$ cat src/hw/dsadc_pkg.sv
// Constants, register map and types for the delta-sigma conversion control
package dsadc_pkg;
    // ****************************************
    // Clock and timing
    // ****************************************
    localparam int unsigned CLK_HZ = 40000000;
    localparam int unsigned MOD_DIV = 3;
    localparam int unsigned NOM_RATE_SPS = 192000;
    localparam int unsigned NOM_BITS = 12;
    // Ratio that brings the nominal rate from the modulator rate
    localparam logic [7:0] RATIO_DEF = 8'(CLK_HZ / (MOD_DIV * NOM_RATE_SPS));
    // Sinc3 gain of about 19 bits trimmed down to the nominal width
    localparam logic [4:0] SHIFT_DEF = 5'h07;
    localparam logic [1:0] DIV_LAST = 2'(MOD_DIV - 1);
    localparam logic [1:0] SETTLE_LAST = 2'h3;

    // ****************************************
    // Widths
    // ****************************************
    localparam int unsigned ADDR_W = 5;
    localparam int unsigned DATA_W = 32;
    localparam int unsigned DEC_W = 26;
    localparam int unsigned SUM_W = 33;

    // ****************************************
    // Register offsets
    // ****************************************
    localparam logic [4:0] CTRL_OFS = 5'h00;
    localparam logic [4:0] CFG_OFS = 5'h04;
    localparam logic [4:0] CHAN_OFS = 5'h08;
    localparam logic [4:0] STAT_OFS = 5'h0c;
    localparam logic [4:0] RESULT_OFS = 5'h10;

    // ****************************************
    // Field positions
    // ****************************************
    localparam int unsigned CTRL_MODE_LSB = 0;
    localparam int unsigned CTRL_BUF_BIT = 2;
    localparam int unsigned CTRL_START_BIT = 3;
    localparam int unsigned CTRL_STOP_BIT = 4;
    localparam int unsigned CFG_RATIO_LSB = 0;
    localparam int unsigned CFG_SHIFT_LSB = 8;
    localparam int unsigned CFG_AVG_LSB = 16;
    localparam int unsigned STAT_DONE_BIT = 0;
    localparam int unsigned STAT_BUSY_BIT = 1;
    localparam int unsigned STAT_VALID_BIT = 2;

    // ****************************************
    // Reset values
    // ****************************************
    localparam logic [2:0] AVG_DEF = 3'h0;
    localparam logic [3:0] CHAN_DEF = 4'h0;
    localparam logic BUF_DEF = 1'b0;

    typedef enum logic [1:0] {
        MODE_SINGLE,
        MODE_FAST_FILT,
        MODE_CONT,
        MODE_FAST_AVG
    } dsadc_mode_e;

    typedef enum logic [1:0] {
        ST_IDLE,
        ST_RUN,
        ST_HOLD
    } dsadc_state_e;
endpackage

$ cat src/hw/dsadc_sinc.sv
// Third-order sinc decimator turning the modulator bitstream into words
`timescale 1ns/1ps
module dsadc_sinc (
    input wire logic clk,
    input wire logic rst_n,
    input wire logic clr,
    input wire logic sample_en,
    input wire logic bit_in,
    input wire logic [7:0] ratio,
    output logic [dsadc_pkg::DEC_W-1:0] dout,
    output logic dvalid
);
    localparam int unsigned W = dsadc_pkg::DEC_W;

    logic [W-1:0] integ_reg [3];
    logic [W-1:0] delay_reg [3];
    logic [W-1:0] comb [3];
    logic [7:0] cnt_reg;
    logic decim;

    assign decim = sample_en && (cnt_reg == ratio - 8'h01);

    // ****************************************
    // Integrators and combs
    // ****************************************
    // Wrapping arithmetic is harmless: the combs undo it exactly
    for (genvar k = 0; k < 3; k++) begin : g_stage
        logic [W-1:0] integ_in;
        logic [W-1:0] comb_in;
        if (k == 0) begin : g_first
            assign integ_in = {{(W-1){1'b0}}, bit_in};
            assign comb_in = integ_reg[2];
        end else begin : g_next
            assign integ_in = integ_reg[k-1];
            assign comb_in = comb[k-1];
        end
        assign comb[k] = comb_in - delay_reg[k];
        always_ff @(posedge clk) begin
            if (!rst_n || clr) begin
                integ_reg[k] <= '0;
                delay_reg[k] <= '0;
            end else begin
                if (sample_en) begin
                    integ_reg[k] <= integ_reg[k] + integ_in;
                end
                if (decim) begin
                    delay_reg[k] <= comb_in;
                end
            end
        end
    end

    // ****************************************
    // Decimation counter and output
    // ****************************************
    always_ff @(posedge clk) begin
        if (!rst_n || clr) begin
            cnt_reg <= 8'h00;
            dout <= '0;
            dvalid <= 1'b0;
        end else begin
            dvalid <= decim;
            if (decim) begin
                cnt_reg <= 8'h00;
                dout <= comb[2];
            end else if (sample_en) begin
                cnt_reg <= cnt_reg + 8'h01;
            end
        end
    end
endmodule

$ cat src/hw/dsadc_ctrl.sv
// Conversion control of the delta-sigma converter: modes, start, completion
//
// Behaviour
// - Decimator turns modulator bitstream into words; ratio and resolution set by config.
// - A result needs four filter outputs; channel change restarts that count.
// - Four modes: single sample, fast filter, continuous, fast average.
// - Every mode starts on a control-bit write or a start input edge.
// - Completion sets the done flag and end-of-conversion, held until read.
// - Single mode waits in standby, then does exactly one conversion.
// - Single mode returns to standby once its result is read.
// - Continuous mode resets once, then converts until stopped.
// - Fast filter resets the filter after each result and starts again.
// - Fast average resets the modulator only at start; sinc1 sums extra results.
// - Start input is optional; continuous mode runs with it tied low.
// - End-of-conversion is an output usable as interrupt or DMA request.
// - A config bit routes the input via the buffer or directly.
// - Reset configuration gives 12-bit results near 192 ksps.
//
// Local design decisions: the placing of the registers and the address-and-strobe port.
`timescale 1ns/1ps
module dsadc_ctrl (
    input wire logic clk,
    input wire logic rst_n,
    input wire logic [dsadc_pkg::ADDR_W-1:0] addr,
    input wire logic [dsadc_pkg::DATA_W-1:0] wdata,
    input wire logic wr,
    input wire logic rd,
    output logic [dsadc_pkg::DATA_W-1:0] rdata,
    input wire logic mod_bit,
    input wire logic soc,
    output logic mod_en,
    output logic mod_rst,
    output logic buf_en,
    output logic [3:0] in_sel,
    output logic eoc
);
    // ****************************************
    // Declarations
    // ****************************************
    logic [1:0] sync1_reg, sync2_reg, sync3_reg, stab_reg;
    logic soc_prev_reg;
    logic [1:0] div_reg;
    dsadc_pkg::dsadc_mode_e mode_reg;
    dsadc_pkg::dsadc_state_e state_reg;
    logic [7:0] ratio_reg;
    logic [4:0] shift_reg;
    logic [2:0] avg_reg;
    logic [1:0] settle_reg;
    logic [6:0] avg_cnt_reg;
    logic [dsadc_pkg::SUM_W-1:0] sum_reg;
    logic [dsadc_pkg::DATA_W-1:0] result_reg;
    logic done_reg;
    logic clr_reg;
    logic [dsadc_pkg::DEC_W-1:0] dec_out;
    logic dec_valid;
    logic ctrl_wr, chan_wr, res_rd;
    logic start_evt, stop_evt, soc_edge;
    logic settled_out, avg_last, capture;
    logic [dsadc_pkg::SUM_W-1:0] sum_next;
    logic [dsadc_pkg::SUM_W-1:0] shifted;

    // ****************************************
    // Pin synchronisers
    // ****************************************
    // Bit 0 carries the modulator stream, bit 1 the start input
    always_ff @(posedge clk) begin
        if (!rst_n) begin
            sync1_reg <= 2'h0;
            sync2_reg <= 2'h0;
            sync3_reg <= 2'h0;
            stab_reg <= 2'h0;
            soc_prev_reg <= 1'b0;
        end else begin
            sync1_reg <= {soc, mod_bit};
            sync2_reg <= sync1_reg;
            sync3_reg <= sync2_reg;
            stab_reg <= (~(sync2_reg ^ sync3_reg) & sync3_reg) | ((sync2_reg ^ sync3_reg) & stab_reg);
            soc_prev_reg <= stab_reg[1];
        end
    end

    // tied low safe
    // Only edges count, so a start input held low never fires
    assign soc_edge = stab_reg[1] && !soc_prev_reg;

    // ****************************************
    // Modulator rate divider
    // ****************************************
    always_ff @(posedge clk) begin
        if (!rst_n) begin
            div_reg <= 2'h0;
        end else if (div_reg == dsadc_pkg::DIV_LAST) begin
            div_reg <= 2'h0;
        end else begin
            div_reg <= div_reg + 2'h1;
        end
    end
    assign mod_en = (div_reg == dsadc_pkg::DIV_LAST);

    // ****************************************
    // Decimator
    // ****************************************
    // bitstream decimation
    dsadc_sinc u_sinc (
        .clk(clk),
        .rst_n(rst_n),
        .clr(clr_reg),
        .sample_en(mod_en),
        .bit_in(stab_reg[0]),
        .ratio(ratio_reg),
        .dout(dec_out),
        .dvalid(dec_valid)
    );

    // ****************************************
    // Register writes
    // ****************************************
    assign ctrl_wr = wr && (addr == dsadc_pkg::CTRL_OFS);
    assign chan_wr = wr && (addr == dsadc_pkg::CHAN_OFS);
    assign res_rd = rd && (addr == dsadc_pkg::RESULT_OFS);
    assign start_evt = (ctrl_wr && wdata[dsadc_pkg::CTRL_START_BIT]) || soc_edge;
    assign stop_evt = ctrl_wr && wdata[dsadc_pkg::CTRL_STOP_BIT];

    always_ff @(posedge clk) begin
        if (!rst_n) begin
            mode_reg <= dsadc_pkg::MODE_SINGLE;
            buf_en <= dsadc_pkg::BUF_DEF;
            ratio_reg <= dsadc_pkg::RATIO_DEF;
            shift_reg <= dsadc_pkg::SHIFT_DEF;
            avg_reg <= dsadc_pkg::AVG_DEF;
            in_sel <= dsadc_pkg::CHAN_DEF;
        end else begin
            if (ctrl_wr) begin
                mode_reg <= dsadc_pkg::dsadc_mode_e'(wdata[dsadc_pkg::CTRL_MODE_LSB +: 2]);
                buf_en <= wdata[dsadc_pkg::CTRL_BUF_BIT];
            end
            if (wr && addr == dsadc_pkg::CFG_OFS) begin
                ratio_reg <= wdata[dsadc_pkg::CFG_RATIO_LSB +: 8];
                shift_reg <= wdata[dsadc_pkg::CFG_SHIFT_LSB +: 5];
                avg_reg <= wdata[dsadc_pkg::CFG_AVG_LSB +: 3];
            end
            if (chan_wr) begin
                in_sel <= wdata[3:0];
            end
        end
    end

    // ****************************************
    // Result qualification
    // ****************************************
    // fourth output valid
    assign settled_out = dec_valid && (state_reg == dsadc_pkg::ST_RUN) && (settle_reg == dsadc_pkg::SETTLE_LAST);
    assign avg_last = (avg_cnt_reg == 7'((8'h01 << avg_reg) - 8'h01));
    assign capture = settled_out && !start_evt && !chan_wr && (mode_reg != dsadc_pkg::MODE_FAST_AVG || avg_last);
    assign sum_next = sum_reg + {{(dsadc_pkg::SUM_W-dsadc_pkg::DEC_W){1'b0}}, dec_out};
    assign shifted = sum_next >> shift_reg;

    always_ff @(posedge clk) begin
        if (!rst_n) begin
            settle_reg <= 2'h0;
        end else if (start_evt || chan_wr || clr_reg) begin
            settle_reg <= 2'h0;
        end else if (dec_valid && state_reg == dsadc_pkg::ST_RUN && settle_reg != dsadc_pkg::SETTLE_LAST) begin
            settle_reg <= settle_reg + 2'h1;
        end
    end

    always_ff @(posedge clk) begin
        if (!rst_n) begin
            avg_cnt_reg <= 7'h00;
            sum_reg <= '0;
        end else if (start_evt || chan_wr || capture) begin
            avg_cnt_reg <= 7'h00;
            sum_reg <= '0;
        end else if (settled_out && mode_reg == dsadc_pkg::MODE_FAST_AVG) begin
            avg_cnt_reg <= avg_cnt_reg + 7'h01;
            sum_reg <= sum_next;
        end
    end

    always_ff @(posedge clk) begin
        if (!rst_n) begin
            result_reg <= '0;
        end else if (capture) begin
            result_reg <= shifted[dsadc_pkg::DATA_W-1:0];
        end
    end

    // ****************************************
    // Sequencer
    // ****************************************
    always_ff @(posedge clk) begin
        if (!rst_n) begin
            state_reg <= dsadc_pkg::ST_IDLE;
        end else if (stop_evt) begin
            state_reg <= dsadc_pkg::ST_IDLE;
        end else if (start_evt) begin
            state_reg <= dsadc_pkg::ST_RUN;
        end else begin
            unique case (state_reg)
                dsadc_pkg::ST_IDLE: begin
                    state_reg <= dsadc_pkg::ST_IDLE;
                end
                dsadc_pkg::ST_RUN: begin
                    if (capture && mode_reg == dsadc_pkg::MODE_SINGLE) begin
                        state_reg <= dsadc_pkg::ST_HOLD;
                    end
                end
                dsadc_pkg::ST_HOLD: begin
                    if (res_rd) begin
                        state_reg <= dsadc_pkg::ST_IDLE;
                    end
                end
                default: begin
                    state_reg <= dsadc_pkg::ST_IDLE;
                end
            endcase
        end
    end

    // Filter and modulator reset pulse
    always_ff @(posedge clk) begin
        if (!rst_n) begin
            clr_reg <= 1'b0;
        end else begin
            clr_reg <= start_evt || (capture && mode_reg == dsadc_pkg::MODE_FAST_FILT);
        end
    end
    assign mod_rst = clr_reg;

    // ****************************************
    // Completion flag
    // ****************************************
    // set wins over read
    always_ff @(posedge clk) begin
        if (!rst_n) begin
            done_reg <= 1'b0;
        end else if (capture) begin
            done_reg <= 1'b1;
        end else if (res_rd) begin
            done_reg <= 1'b0;
        end
    end

    assign eoc = done_reg && !res_rd;

    // ****************************************
    // Register reads
    // ****************************************
    always_ff @(posedge clk) begin
        if (!rst_n) begin
            rdata <= '0;
        end else if (rd) begin
            unique case (addr)
                dsadc_pkg::CTRL_OFS: rdata <= {27'h0, 2'h0, buf_en, mode_reg};
                dsadc_pkg::CFG_OFS: rdata <= {13'h0, avg_reg, 3'h0, shift_reg, ratio_reg};
                dsadc_pkg::CHAN_OFS: rdata <= {28'h0, in_sel};
                dsadc_pkg::STAT_OFS: rdata <= {29'h0, settle_reg == dsadc_pkg::SETTLE_LAST,
                    state_reg != dsadc_pkg::ST_IDLE, done_reg};
                dsadc_pkg::RESULT_OFS: rdata <= result_reg;
                default: rdata <= '0;
            endcase
        end else begin
            rdata <= '0;
        end
    end

    // ****************************************
    // Checks
    // ****************************************
    chk_eoc_read_clear: assert property (
        @(posedge clk) disable iff (!rst_n) res_rd && !capture |-> !eoc ##1 !done_reg)
        else $error("eoc high while result is read");

    chk_done_sets: assert property (
        @(posedge clk) disable iff (!rst_n) capture |=> done_reg && eoc || res_rd)
        else $error("done not set after capture");

    chk_done_holds: assert property (
        @(posedge clk) disable iff (!rst_n) done_reg && !res_rd |=> done_reg)
        else $error("done dropped without a read");

    chk_single_standby: assert property (
        @(posedge clk) disable iff (!rst_n)
        state_reg == dsadc_pkg::ST_HOLD && res_rd && !start_evt && !stop_evt |=> state_reg == dsadc_pkg::ST_IDLE)
        else $error("single mode did not return to standby");

    chk_start_runs: assert property (
        @(posedge clk) disable iff (!rst_n)
        start_evt && !stop_evt |=> state_reg == dsadc_pkg::ST_RUN && mod_rst ##1 (!clr_reg || $past(start_evt)))
        else $error("start did not launch a conversion");

    chk_settle_four: assert property (
        @(posedge clk) disable iff (!rst_n) chan_wr |=> !capture [*3])
        else $error("result taken before four outputs");

    chk_fast_reclear: assert property (
        @(posedge clk) disable iff (!rst_n) capture && mode_reg == dsadc_pkg::MODE_FAST_FILT |=> mod_rst)
        else $error("fast filter did not reset between samples");

    chk_avg_no_reset: assert property (
        @(posedge clk) disable iff (!rst_n)
        mode_reg == dsadc_pkg::MODE_FAST_AVG && !start_evt |=> !mod_rst)
        else $error("modulator reset during fast average");

    chk_cont_keeps_on: assert property (
        @(posedge clk) disable iff (!rst_n)
        capture && mode_reg == dsadc_pkg::MODE_CONT && !stop_evt |=> state_reg == dsadc_pkg::ST_RUN && !mod_rst)
        else $error("continuous mode stopped or reset");
endmodule

$ cat config.mk
export PLATFORM = sky130hd
export DESIGN_NAME = dsadc_ctrl
export DESIGN_NICKNAME = d
export VERILOG_FILES = /design/src/hw/dsadc_pkg.sv /design/src/hw/dsadc_sinc.sv /design/src/hw/dsadc_ctrl.sv
export SDC_FILE = /design/constraint.sdc
export NUM_CORES = 1
export LEC_CHECK = 0
export BUFFER_PORTS_ARGS = -buffer_cell sky130_fd_sc_hd__buf_4
export CAP_MARGIN = 10
export CELL_PAD_IN_SITES_DETAIL_PLACEMENT = 1
export CELL_PAD_IN_SITES_GLOBAL_PLACEMENT = 2
export CORE_ASPECT_RATIO = 0.7
export CORE_UTILIZATION = 40
export DETAILED_ROUTE_END_ITERATION = 8
export PLACE_DENSITY_LB_ADDON = 0.1
export SYNTH_ARGS = -nofsm -noshare
export SYNTH_HDL_FRONTEND = slang
export SYNTH_HIERARCHICAL = 1
export SYNTH_SLANG_ARGS = --single-unit
$ cat constraint.sdc
create_clock -name clk -period 10.9 [get_ports clk]
set_input_delay 1.635 -clock clk [delete_from_list [all_inputs] [get_ports clk]]
set_output_delay 1.635 -clock clk [all_outputs]
set_load 0.05 [all_outputs]
# Word level (Yosys, flattened, before mapping)
# Memories as Yosys holds them, arrays and structs flattened.
# Cells that the tools add are included.
# word_totals
reg_bits	179
ramBits	156
input_bits	43
memories	2
word_cells	135
out_inout_bits	40
# memory_table
name	depth	word_bits	read_ports	rd_ports_with_merged_regs	wr	line_no	source
u_sinc.delay_reg	3	26	3	0	3	dsadc_sinc.sv:16	logic [W-1:0] delay_reg [3];
u_sinc.integ_reg	3	26	3	0	3	dsadc_sinc.sv:15	logic [W-1:0] integ_reg [3];
# op_classes
n_eq_ne	18
addsub	13
shifts	2
n_mux	21
bitwise	12
n_reduce_logical	43
# ops
operator	n
case mux 32 bit (5 select lines)	1
two-way mux 26 bit	6
subtractor 26 bit	3
adder 26 bit	2
adder 33 x 26 -> 33 bit	1
>> shifter 33 x 5 -> 32 bit	1
adder 26 x 1 -> 26 bit	1
logical AND 1 bit	18
two-way mux 1 bit	11
== test 5 x 4 -> 1 bit (second input constant)	2
OR reduction 2 bit	5
adder 8 x 1 -> 8 bit (second input constant)	1
== test 2 bit (second input constant)	4
== test 8 bit	1
subtractor 8 x 1 -> 8 bit (second input constant)	1
adder 7 x 1 -> 7 bit (second input constant)	1
== test 7 bit	1
logical OR 1 bit	7
left shift 1 x 3 -> 7 bit (first input constant)	1
subtractor 7 x 1 -> 7 bit (second input constant)	1
!= test 2 bit (second input constant)	3
bitwise OR 1 bit	6
AND reduction 2 bit	3
== test 5 x 3 -> 1 bit (second input constant)	1
other kinds (18)	27

# Longest topological paths before layout
# Gate-level depths: netlist of the first run.
# depth
word_depth	12
mapped_depth	32
mapped_depth_nobuf	31

# By module
# The synthesis of the first run kept the hierarchy.
# by_module_without_submodules
mod	area_per_inst_um2	n_inst	cells_each	seq_area_each_um2
dsadc_sinc	13460.4	1	1397	5385.2
dsadc_ctrl	9188.8	1	1181	2882.8

# Least setup slack after synthesis of the first run
# No wires, ideal clock.
# synth_timing
path_type	register to register
startpoint	memory u_sinc/integ_reg[2][0] in the netlist's numbering
endpoint	register u_sinc/dout[25] in the netlist's numbering
path_stages_with_launch	31
arrival_ns	5.303
setup_ns	0.079
required_time_ns	10.821
synth_period_minus_slack_ns	5.382
path_buffers	1
path_slack_ns	5.518
cell_sequence	edfxtp_1 inv_1 ha_1 fa_1 nor2b_1 o21ai_0 a21oi_1 o21a_1 nor2_1 xnor2_1 ha_1 a211oi_1 nand2_1 o21a_1 a31oi_1 o21bai_1 a21oi_1 inv_1 a21oi_1 xnor2_1 ha_1 clkbuf_1 o21ai_0 a21oi_1 o211ai_1 o211ai_1 a21oi_1 o21ai_0 a311oi_1 or3_1 o211ai_1
# synth_lines
element	line_no	source
start: declaration	dsadc_sinc.sv:15	
end signal: assignment	dsadc_sinc.sv:65	dout <= comb[2];
end: declaration	dsadc_sinc.sv:10	output logic [dsadc_pkg::DEC_W-1:0] dout,

==> results of run 1 <==
-- cell usage in the layout (no fill, tap or decap), drive strengths merged, types with 29 or more instances in the layout --
cell type and n:
a21o 66, edfxtp 156, clkbuf 55, buf 92
and2 62, and3 72, o21ai 107, xor2 81
a21oi 214, xnor2 106, nor3 45, mux2i 39
a211oi 44, nor2 254, ha 159, nand3 61
nand2 227, dfxtp 179, o211ai 29, inv 146
nand4 34
-- through the flow --
| stage | instance area (um^2) | cells | power, mW | hold slack [ns] | util, % |
|---|---|---|---|---|---|
| 2_1_floorplan | 22600 | 2578 | 2.66 | 0.392 | - |
| 3_3_place_gp | 23800 | 3292 | 3.01 | 0.401 | 42.8 |
| 4_1_cts | 25200 | 3365 | 4.52 | 0.432 | 45.3 |
| 3_5_place_dp | 23800 | 3292 | 3.07 | 0.423 | 42.8 |
| 5_1_grt | 25200 | 3365 | 4.76 | 0.450 | 45.3 |
| 6_report | 25200 | 3365 | 4.48 | 0.423 | 45.3 |
-- power by group through the flow --
stage          logic [mW]  clock network [mW]  registers, mW
5_1_grt              1.82                1.51           1.43
3_5_place_dp         1.62                   0           1.45
4_1_cts              1.64                1.46           1.42
6_report             1.64                1.42           1.42
3_3_place_gp         1.56                   0           1.45
2_1_floorplan        1.22                   0           1.43
-- cells by family (layout without fill, tap and decap cells) --
logic type / Yosys count / after routing / synth area share (%)
buffers and inverters: 262 / 309 / 4.66
adders and majority gates: 165 / 165 / 9.31
xor gates and xnor gates: 188 / 188 / 7.33
and+or+nand+nor: 882 / 882 / 18.9
muxes: 49 / 49 / 2.57
DFF: 335 / 335 / 36.5
AOI/OAI and AO/OA: 697 / 697 / 20.7
-- metal layers --
| metal | track usage [%] | vias up | routed length [um] | part of all wire (%) |
|---|---|---|---|---|
| met3 | 3.24 | 56 | 3690 | 5.3 |
| li1 | - | 9395 | - | - |
| met4 | 4.58 | 0 | 862 | 1.2 |
| met5 | 0 | - | 0 | 0 |
| met1 | 38.9 | 9793 | 37700 | 54 |
| met2 | 33.3 | 418 | 27700 | 40 |
-- worst max path at each step --
stage                            from               to  slack (ns)
5_1_grt        u_sinc/integ_reg[2][0]  u_sinc/dout[23]        3.73
4_1_cts        u_sinc/integ_reg[2][0]  u_sinc/dout[25]        4.39
2_1_floorplan  u_sinc/integ_reg[2][0]  u_sinc/dout[25]        5.52
3_5_place_dp   u_sinc/integ_reg[2][0]  u_sinc/dout[25]        4.46
3_3_place_gp   u_sinc/integ_reg[2][0]  u_sinc/dout[25]        4.61
6_report       u_sinc/integ_reg[2][0]  u_sinc/dout[25]        4.39
-- cell type report --
class	count	share of cell area, %
Tap cell	740	3.68
Multi-Input combinational cell	1981	53.1
Clock inverter	18	0.741
Clock buffer	55	4.75
Inverter	144	2.15
Sequential cell	335	32.9
Timing Repair Buffer	92	2.74
-- critical path: cells and delay by family, from the launching register on --
kind | cells | cell delay, ns
compound gates | 16 | 3.16
xor+xnor | 2 | 0.26
fa+ha+maj | 4 | 1.34
buf+inv | 2 | 0.15
flops | 1 | 0.38
simple gates | 6 | 1.12
==> flow_summary.yaml, run 1 <==
yosys:
  synth_cells: 2578
  synth_area_per_cell_um2: 8.79
  async_reset_ff_share_pct: 0
  syn_area_um2: 22600
  synth.area.top_cells: "edfxtp_1, dfxtp_1, ha_1, a21oi_1, nor2_1"
  yosysSeqAreaShare_pct: 36.5
  synth_nets: 2786
  synth_common_cells: "nor2_1, nand2_1, a21oi_1"
  yosysTopAreaCell: "edfxtp_1"
  synth_most_common_cell: "nor2_1"
  synth-edff-count: 156
  synth_top_area_share_pct: 20.7
  ys_warn_count: 6
  netlist-cell-type-count: 100
  synth-seq-cells: 335
  ys.flop_type: "dfxtp_1"
placed_design:
  dp_slack_ns: 4.46
  hpwl_um: 51300
  gp_congestion: 0.853
  port_buffers: 66
clocking:
  cts-resized-gates: 0
  cts_setup_buffers: 0
  clock_sinks: 335
  holdBufCountCts: 0
  cts_tree: "built"
  htree_levels: 2
  clock_latency_ns: 0.57
  cts_buffers: 40
  cts-root-buf: "clkbuf_16"
  clk_pin_slew_ns: 0.06
  clock_path_buffers: 3
global_routing:
  grt_usage_pct: 24.1
  grt-ovfl-total: 0
  grt_pass1_vias: 19600
  grt_pass1_wl_um: 112000
  grt_max_degree: 77
  antenna_found_initial: 0
setup_path:
  reg2reg_to: "u_sinc/dout[25]"
  critPathLaunchType: "register"
  critical_path.max_stage_delay_ns: 0.46
  arrival_ns: 6.98
  ff2ff_path_depth: 30
  crit_path_end_kind: "register"
  path_class: "register to register"
  critical_path.most_common_cell: "a21oi_1"
  critPathSlowestCell: "ha_1"
  cp.required_ns: 11.37
  rrSetupSlack_ns: 4.39
  rr_startpoint: "u_sinc/integ_reg[2][0]"
  crit_path_max_fanout: 8
die:
  die_h_um: 201
  rows: 72
  ioPinCount: 83
  die_x_um: 286
  start_util_pct: 40.7
  die_area_um2: 57600
  coreArea_um2: 55600
pwr:
  seq_power_share_pct: 31.7
  p_per_area_nw_per_um2: 178
  sw_frac_of_total_pct: 35.7
  leakage_nw: 10.1
  p_switching_mw: 1.60
  clock_power_share_pct: 31.8
  p_int_mw: 2.88
  power_frac_comb_pct: 36.5
  vdd_ir_drop_max_mv: 0.115
final_layout:
  multi_input_area_um2: 13400
  seqCellArea_um2: 8270
  layout-drive-gt1-share_pct: 8.11
  fillers: 6503
  syn_to_final_growth_pct: 11.1
  num_antenna_cells: 0
  nets: 2802
timing:
  period_share_pct: 59.8
  rsz0062_at_grt: "false"
  layout_setup_ws_ns: 4.39
  relSlewSlack_pct: 21.0
  hold_viol_final: 0
  tightestPinTransition_ns: 1.15
  fmax_mhz: 154
  slew_violations: 0
  period_minus_slack_ns: 6.51
  setup_tns_ns: 0
  setup_violations: 0
  finClkSkew_ns: 0.0330
outcome:
  status: "completed"
detailed_routing:
  finalWirelength_um: 70000
  ant_nets: 0
  dr.pass1.iters: 7
  wl_per_cell_um: 20.8
  drcViolationCount: 0
  viasPerCell: 5.84
  drtIter0Drc: 1395
  vias: 19700
run:
  cap_viol_max_count: 0
worst_hold_path:
  min_from: "div_reg[0]"
  min_path_type: "register to register"
  whs_endpoint: "div_reg[0]"
  worstHoldPathCells: 1
No activity file was read; power rests on OpenSTA's default activity.
==> run 2: changes to the inputs <==
- ABC_AREA: default -> 1
- CORE_UTILIZATION: 40 -> 33
- clock period: 10.9 -> 5.6 ns (I/O delays scaled with it)
==> flow_summary.yaml, run 2 <==
outcome:
  status: "completed"
detailed_routing:
  viasPerCell: 5.10
  wl_per_cell_um: 18.3
  dr.pass1.iters: 5
  vias: 22500
  ant_nets: 0
  drcViolationCount: 0
  finalWirelength_um: 80700
  drtIter0Drc: 1337
yosys:
  synth.area.top_cells: "edfxtp_1, dfxtp_1, nand2_1, ha_1, inv_1"
  synth_area_per_cell_um2: 7.12
  ys_warn_count: 6
  netlist-cell-type-count: 68
  synth_common_cells: "nand2_1, inv_1, nand3_1"
  yosysSeqAreaShare_pct: 34.6
  synth-seq-cells: 335
  async_reset_ff_share_pct: 0
  synth_top_area_share_pct: 19.6
  ys.flop_type: "dfxtp_1"
  synth-edff-count: 156
  synth_cells: 3357
  syn_area_um2: 23900
  synth_nets: 3565
  synth_most_common_cell: "nand2_1"
  yosysTopAreaCell: "edfxtp_1"
global_routing:
  grt_max_degree: 79
  antenna_found_initial: 0
  grt_usage_pct: 22.1
  grt-ovfl-total: 0
  grt_pass1_wl_um: 127000
  grt_pass1_vias: 22500
pwr:
  p_per_area_nw_per_um2: 336
  power_mw: 9.04
  seq_power_share_pct: 30.9
  p_int_mw: 5.43
  p_switching_mw: 3.62
  power_frac_comb_pct: 38.7
  vdd_ir_drop_max_mv: 0.211
  sw_frac_of_total_pct: 40.0
  clock_power_share_pct: 30.4
  leakage_nw: 12.1
timing:
  tightestPinTransition_ns: 1.17
  hold_viol_final: 0
  relSlewSlack_pct: 22.1
  layout_setup_ws_ns: 0.393
  setup_violations: 0
  fmax_mhz: 192
  hold-worst-slack_ns: 0.415
  finClkSkew_ns: 0.0303
  period_minus_slack_ns: 5.21
  period_share_pct: 93.0
  slew_violations: 0
final_layout:
  mostFrequentLayoutCells: "nand2_1, inv_1, nand3_1"
  syn_to_final_growth_pct: 12.7
  finalInstanceArea_um2: 26900
  final_common_cell: "nand2_1"
  nets: 3625
  num_antenna_cells: 0
  fin_util_pct: 37.6
  layout-drive-gt1-share_pct: 8.67
clocking:
  cts-root-buf: "clkbuf_16"
  clock_path_buffers: 3
  clock_latency_ns: 0.60
  clk_pin_slew_ns: 0.06
  clock_sinks: 335
  htree_levels: 2
  cts_tree: "built"
  cts_buffers: 40
  holdBufCountCts: 0
setup_path:
  critical_path_buf_inv_count: 3
  crit_path_max_fanout: 5
  arrival_ns: 5.69
  path_class: "register to register"
  crit_path_end_kind: "register"
  crit_path_start: "u_sinc/integ_reg[2][8]"
  critPathLaunchType: "register"
  rr_startpoint: "u_sinc/integ_reg[2][8]"
  critical_path.most_common_cell: "nand2_1"
  crit_family: "simple AND/OR/NAND/NOR gates"
  cp.required_ns: 6.08
  critical_path.max_stage_delay_ns: 0.42
  critPathSlowestCell: "edfxtp_1"
die:
  die_area_um2: 73600
  coreArea_um2: 71600
  die_x_um: 324
  die_h_um: 227
  start_util_pct: 33.4
  rows: 82
  ioPinCount: 83
worst_hold_path:
  min_from: "sync1_reg[0]"
  min_path_type: "register to register"
placed_design:
  placed_area_um2: 25400
  gp_congestion: 0.868
  hpwl_um: 63400
  port_buffers: 66
  dp_slack_ns: 0.145
run:
  cap_viol_max_count: 0
-- run 2: per-layer routing --
layer	track usage (%)	up-vias	wire, um
li1	-	11300	-
met1	34.8	10800	44200
met2	31.0	314	31600
met3	3.24	64	3520
met4	4.56	0	1360
met5	0	-	0
-- run 2: cell families after synthesis --
| kind of cell | Yosys count | share of synthesized area (%) |
|---|---|---|
| and+or+nand+nor | 1563 | 29.4 |
| AOI/OAI and AO/OA | 621 | 14.4 |
| buffers and inverters | 595 | 9.88 |
| DFF | 335 | 34.6 |
| adders and majority gates | 165 | 8.82 |
| xor gates and xnor gates | 78 | 2.86 |
-- run 2: final timing paths --
| path | slack (ns) | end | cells after the start |
|---|---|---|---|
| worst min register to register | 0.42 | sync2_reg[0] | 2 |
| worst max-delay path | 0.39 | u_sinc/dout[25] | 29 |
| worst min-delay path | 0.42 | sync2_reg[0] | 2 |
| worst max register to register | 0.39 | u_sinc/dout[25] | 29 |
-- run 2: power groups by stage --
stage	sequential [mW]	combinational [mW]	clock [mW]
3_5_place_dp	2.84	3.41	0
3_3_place_gp	2.84	3.36	0
5_1_grt	2.81	3.95	2.95
6_report	2.79	3.50	2.75
4_1_cts	2.79	3.44	2.85
2_1_floorplan	2.79	2.38	0
-- run 2: repair_timing --
action	in CTS	in global routing
hold endpoints to repair	0	0
resized for setup	0	26
buffers inserted	0	6
endpoints found under the setup margin	0	8
-- run 2: area by class of cell --
| type | instances | area [um^2] |
|---|---|---|
| Tap cell | 966 | 1210 |
| Multi-Input combinational cell | 2427 | 13400 |
| Inverter | 514 | 1940 |
| Sequential cell | 335 | 8270 |
| Fill cell | 8988 | 44700 |
| Clock inverter | 21 | 258 |
| Timing Repair Buffer | 99 | 743 |
| Clock buffer | 51 | 1090 |
-- run 2: through the flow --
step | instances | TNS (ns)
floorplan | 3357 | 0
global placement | 4335 | 0
detailed placement | 4335 | 0
CTS | 4407 | 0
global route | 4413 | -0.0127
finish | 4413 | 0
-- run 2: worst min-delay path: stages (launching register included) --
cell and delay [ns]:
dfxtp_1 0.30, nand2_1 0.05, inv_1 0.04
==> run 3: changes to the inputs <==
- SETUP_SLACK_MARGIN: default -> 0.5
==> flow_summary.yaml, run 3 (synthesis results as in run 2) <==
setup_path:
  crit_path_end_kind: "register"
  rr_startpoint: "u_sinc/integ_reg[2][0]"
  crit_path_max_fanout: 3
  critPathSlowestCell: "fa_2"
  path_class: "register to register"
  arrival_ns: 5.34
  critical_path.max_stage_delay_ns: 0.40
  reg2reg_to: "u_sinc/dout[25]"
  cp.required_ns: 6.09
  critPathLaunchType: "register"
  rrSetupSlack_ns: 0.75
  ff2ff_path_depth: 29
global_routing:
  grt_pass1_wl_um: 128000
  grt-ovfl-total: 0
  antenna_found_initial: 0
  grt_pass1_vias: 22600
  grt_usage_pct: 22.2
  grt_max_degree: 79
clocking:
  clock_path_buffers: 3
  cts-root-buf: "clkbuf_16"
  clk_pin_slew_ns: 0.06
  clock_sinks: 335
  holdBufCountCts: 0
  clock_latency_ns: 0.60
  htree_levels: 2
  cts_tree: "built"
  cts_buffers: 40
detailed_routing:
  drtIter0Drc: 1322
  vias: 22700
  viasPerCell: 5.10
  ant_nets: 0
  finalWirelength_um: 81800
  wl_per_cell_um: 18.4
  dr.pass1.iters: 5
  drcViolationCount: 0
final_layout:
  layout-drive-gt1-share_pct: 11.9
  nets: 3651
  finalInstanceArea_um2: 27800
  num_antenna_cells: 0
  fin_util_pct: 38.8
  mostFrequentLayoutCells: "nand2_1, inv_1, nand3_1"
  syn_to_final_growth_pct: 16.2
  final_common_cell: "nand2_1"
die:
  die_h_um: 227
  die_x_um: 324
  ioPinCount: 83
  rows: 82
  start_util_pct: 33.4
  coreArea_um2: 71600
  die_area_um2: 73600
worst_hold_path:
  min_from: "sync1_reg[0]"
  min_path_type: "register to register"
  whs_endpoint: "sync2_reg[0]"
  worstHoldPathCells: 2
timing:
  setup_tns_ns: 0
  slew_violations: 0
  relSlewSlack_pct: 20.1
  fmax_mhz: 206
  tightestPinTransition_ns: 1.20
  period_minus_slack_ns: 4.85
  period_share_pct: 86.6
  rsz0062_at_grt: "true"
  layout_setup_ws_ns: 0.748
  finClkSkew_ns: 0.0317
  setup_violations: 0
  hold_viol_final: 0
placed_design:
  dp_slack_ns: 0.145
  port_buffers: 66
  placed_area_um2: 25400
  hpwl_um: 63400
  gp_congestion: 0.868
pwr:
  p_per_area_nw_per_um2: 339
  vdd_ir_drop_max_mv: 0.210
  leakage_nw: 12.3
outcome:
  status: "completed"
run:
  cap_viol_max_count: 0
[run 3: critical path, delay by kind of cell, from the launching register on]
kind            cells  cell delay [ns]
compound gates      6             0.85
xor+xnor            2             0.44
fa+ha+maj           4             1.15
buf+inv             4             0.42
flops               1             0.38
simple gates       13             1.47
[run 3: how the worst max path moves through the flow]
stage,from,to,cells past startpoint
4_1_cts,u_sinc/integ_reg[2][12],u_sinc/dout[25],25
2_1_floorplan,u_sinc/integ_reg[2][4],u_sinc/dout[25],30
5_1_grt,u_sinc/integ_reg[2][2],u_sinc/dout[23],31
3_3_place_gp,u_sinc/integ_reg[2][0],u_sinc/dout[21],26
3_5_place_dp,u_sinc/integ_reg[2][0],u_sinc/dout[25],31
6_report,u_sinc/integ_reg[2][0],u_sinc/dout[25],29
[run 3: cell type report]
type                            instances  area (um^2)
Fill cell                            8932        43800
Multi-Input combinational cell       2427        14100
Sequential cell                       335         8270
Inverter                              514         1940
Tap cell                              966         1210
Clock buffer                           51         1090
Timing Repair Buffer                  125          938
Clock inverter                         21          258
[run 3: per-layer routing]
metal	routed length (um)	part of all wire [%]	GRT usage, %	up-vias
li1	-	-	-	11300
met1	44700	55	34.9	11000
met2	32500	40	31.3	301
met3	3310	4.0	3.24	67
met4	1350	1.7	4.56	0
met5	0	0	0	-
[run 3: stage by stage]
stage          std cells  power, mW  hold WS (ns)
2_1_floorplan       3357       5.17         0.390
3_3_place_gp        4335       6.19         0.398
3_5_place_dp        4335       6.26         0.407
4_1_cts             4416       9.20         0.385
5_1_grt             4439       10.1         0.405
6_report            4439       9.42         0.417
[run 3: timing repair]
| item | 4_1_cts | 5_1_grt |
|---|---|---|
| endpoints found under the setup margin | 8 | 14 |
| resized for setup | 30 | 115 |
| buffers inserted | 9 | 23 |
| pin swaps | 16 | 44 |
[run 3: power breakdown]
| group | internal, mW | switching (mW) | total (mW) | leakage (nW) |
|---|---|---|---|---|
| combinational | 1.39 | 2.49 | 3.87 | 8.55 |
| clock | 1.58 | 1.18 | 2.75 | 0.666 |
| sequential | 2.68 | 0.116 | 2.80 | 3.07 |
| total | 5.65 | 3.78 | 9.42 | 12.3 |
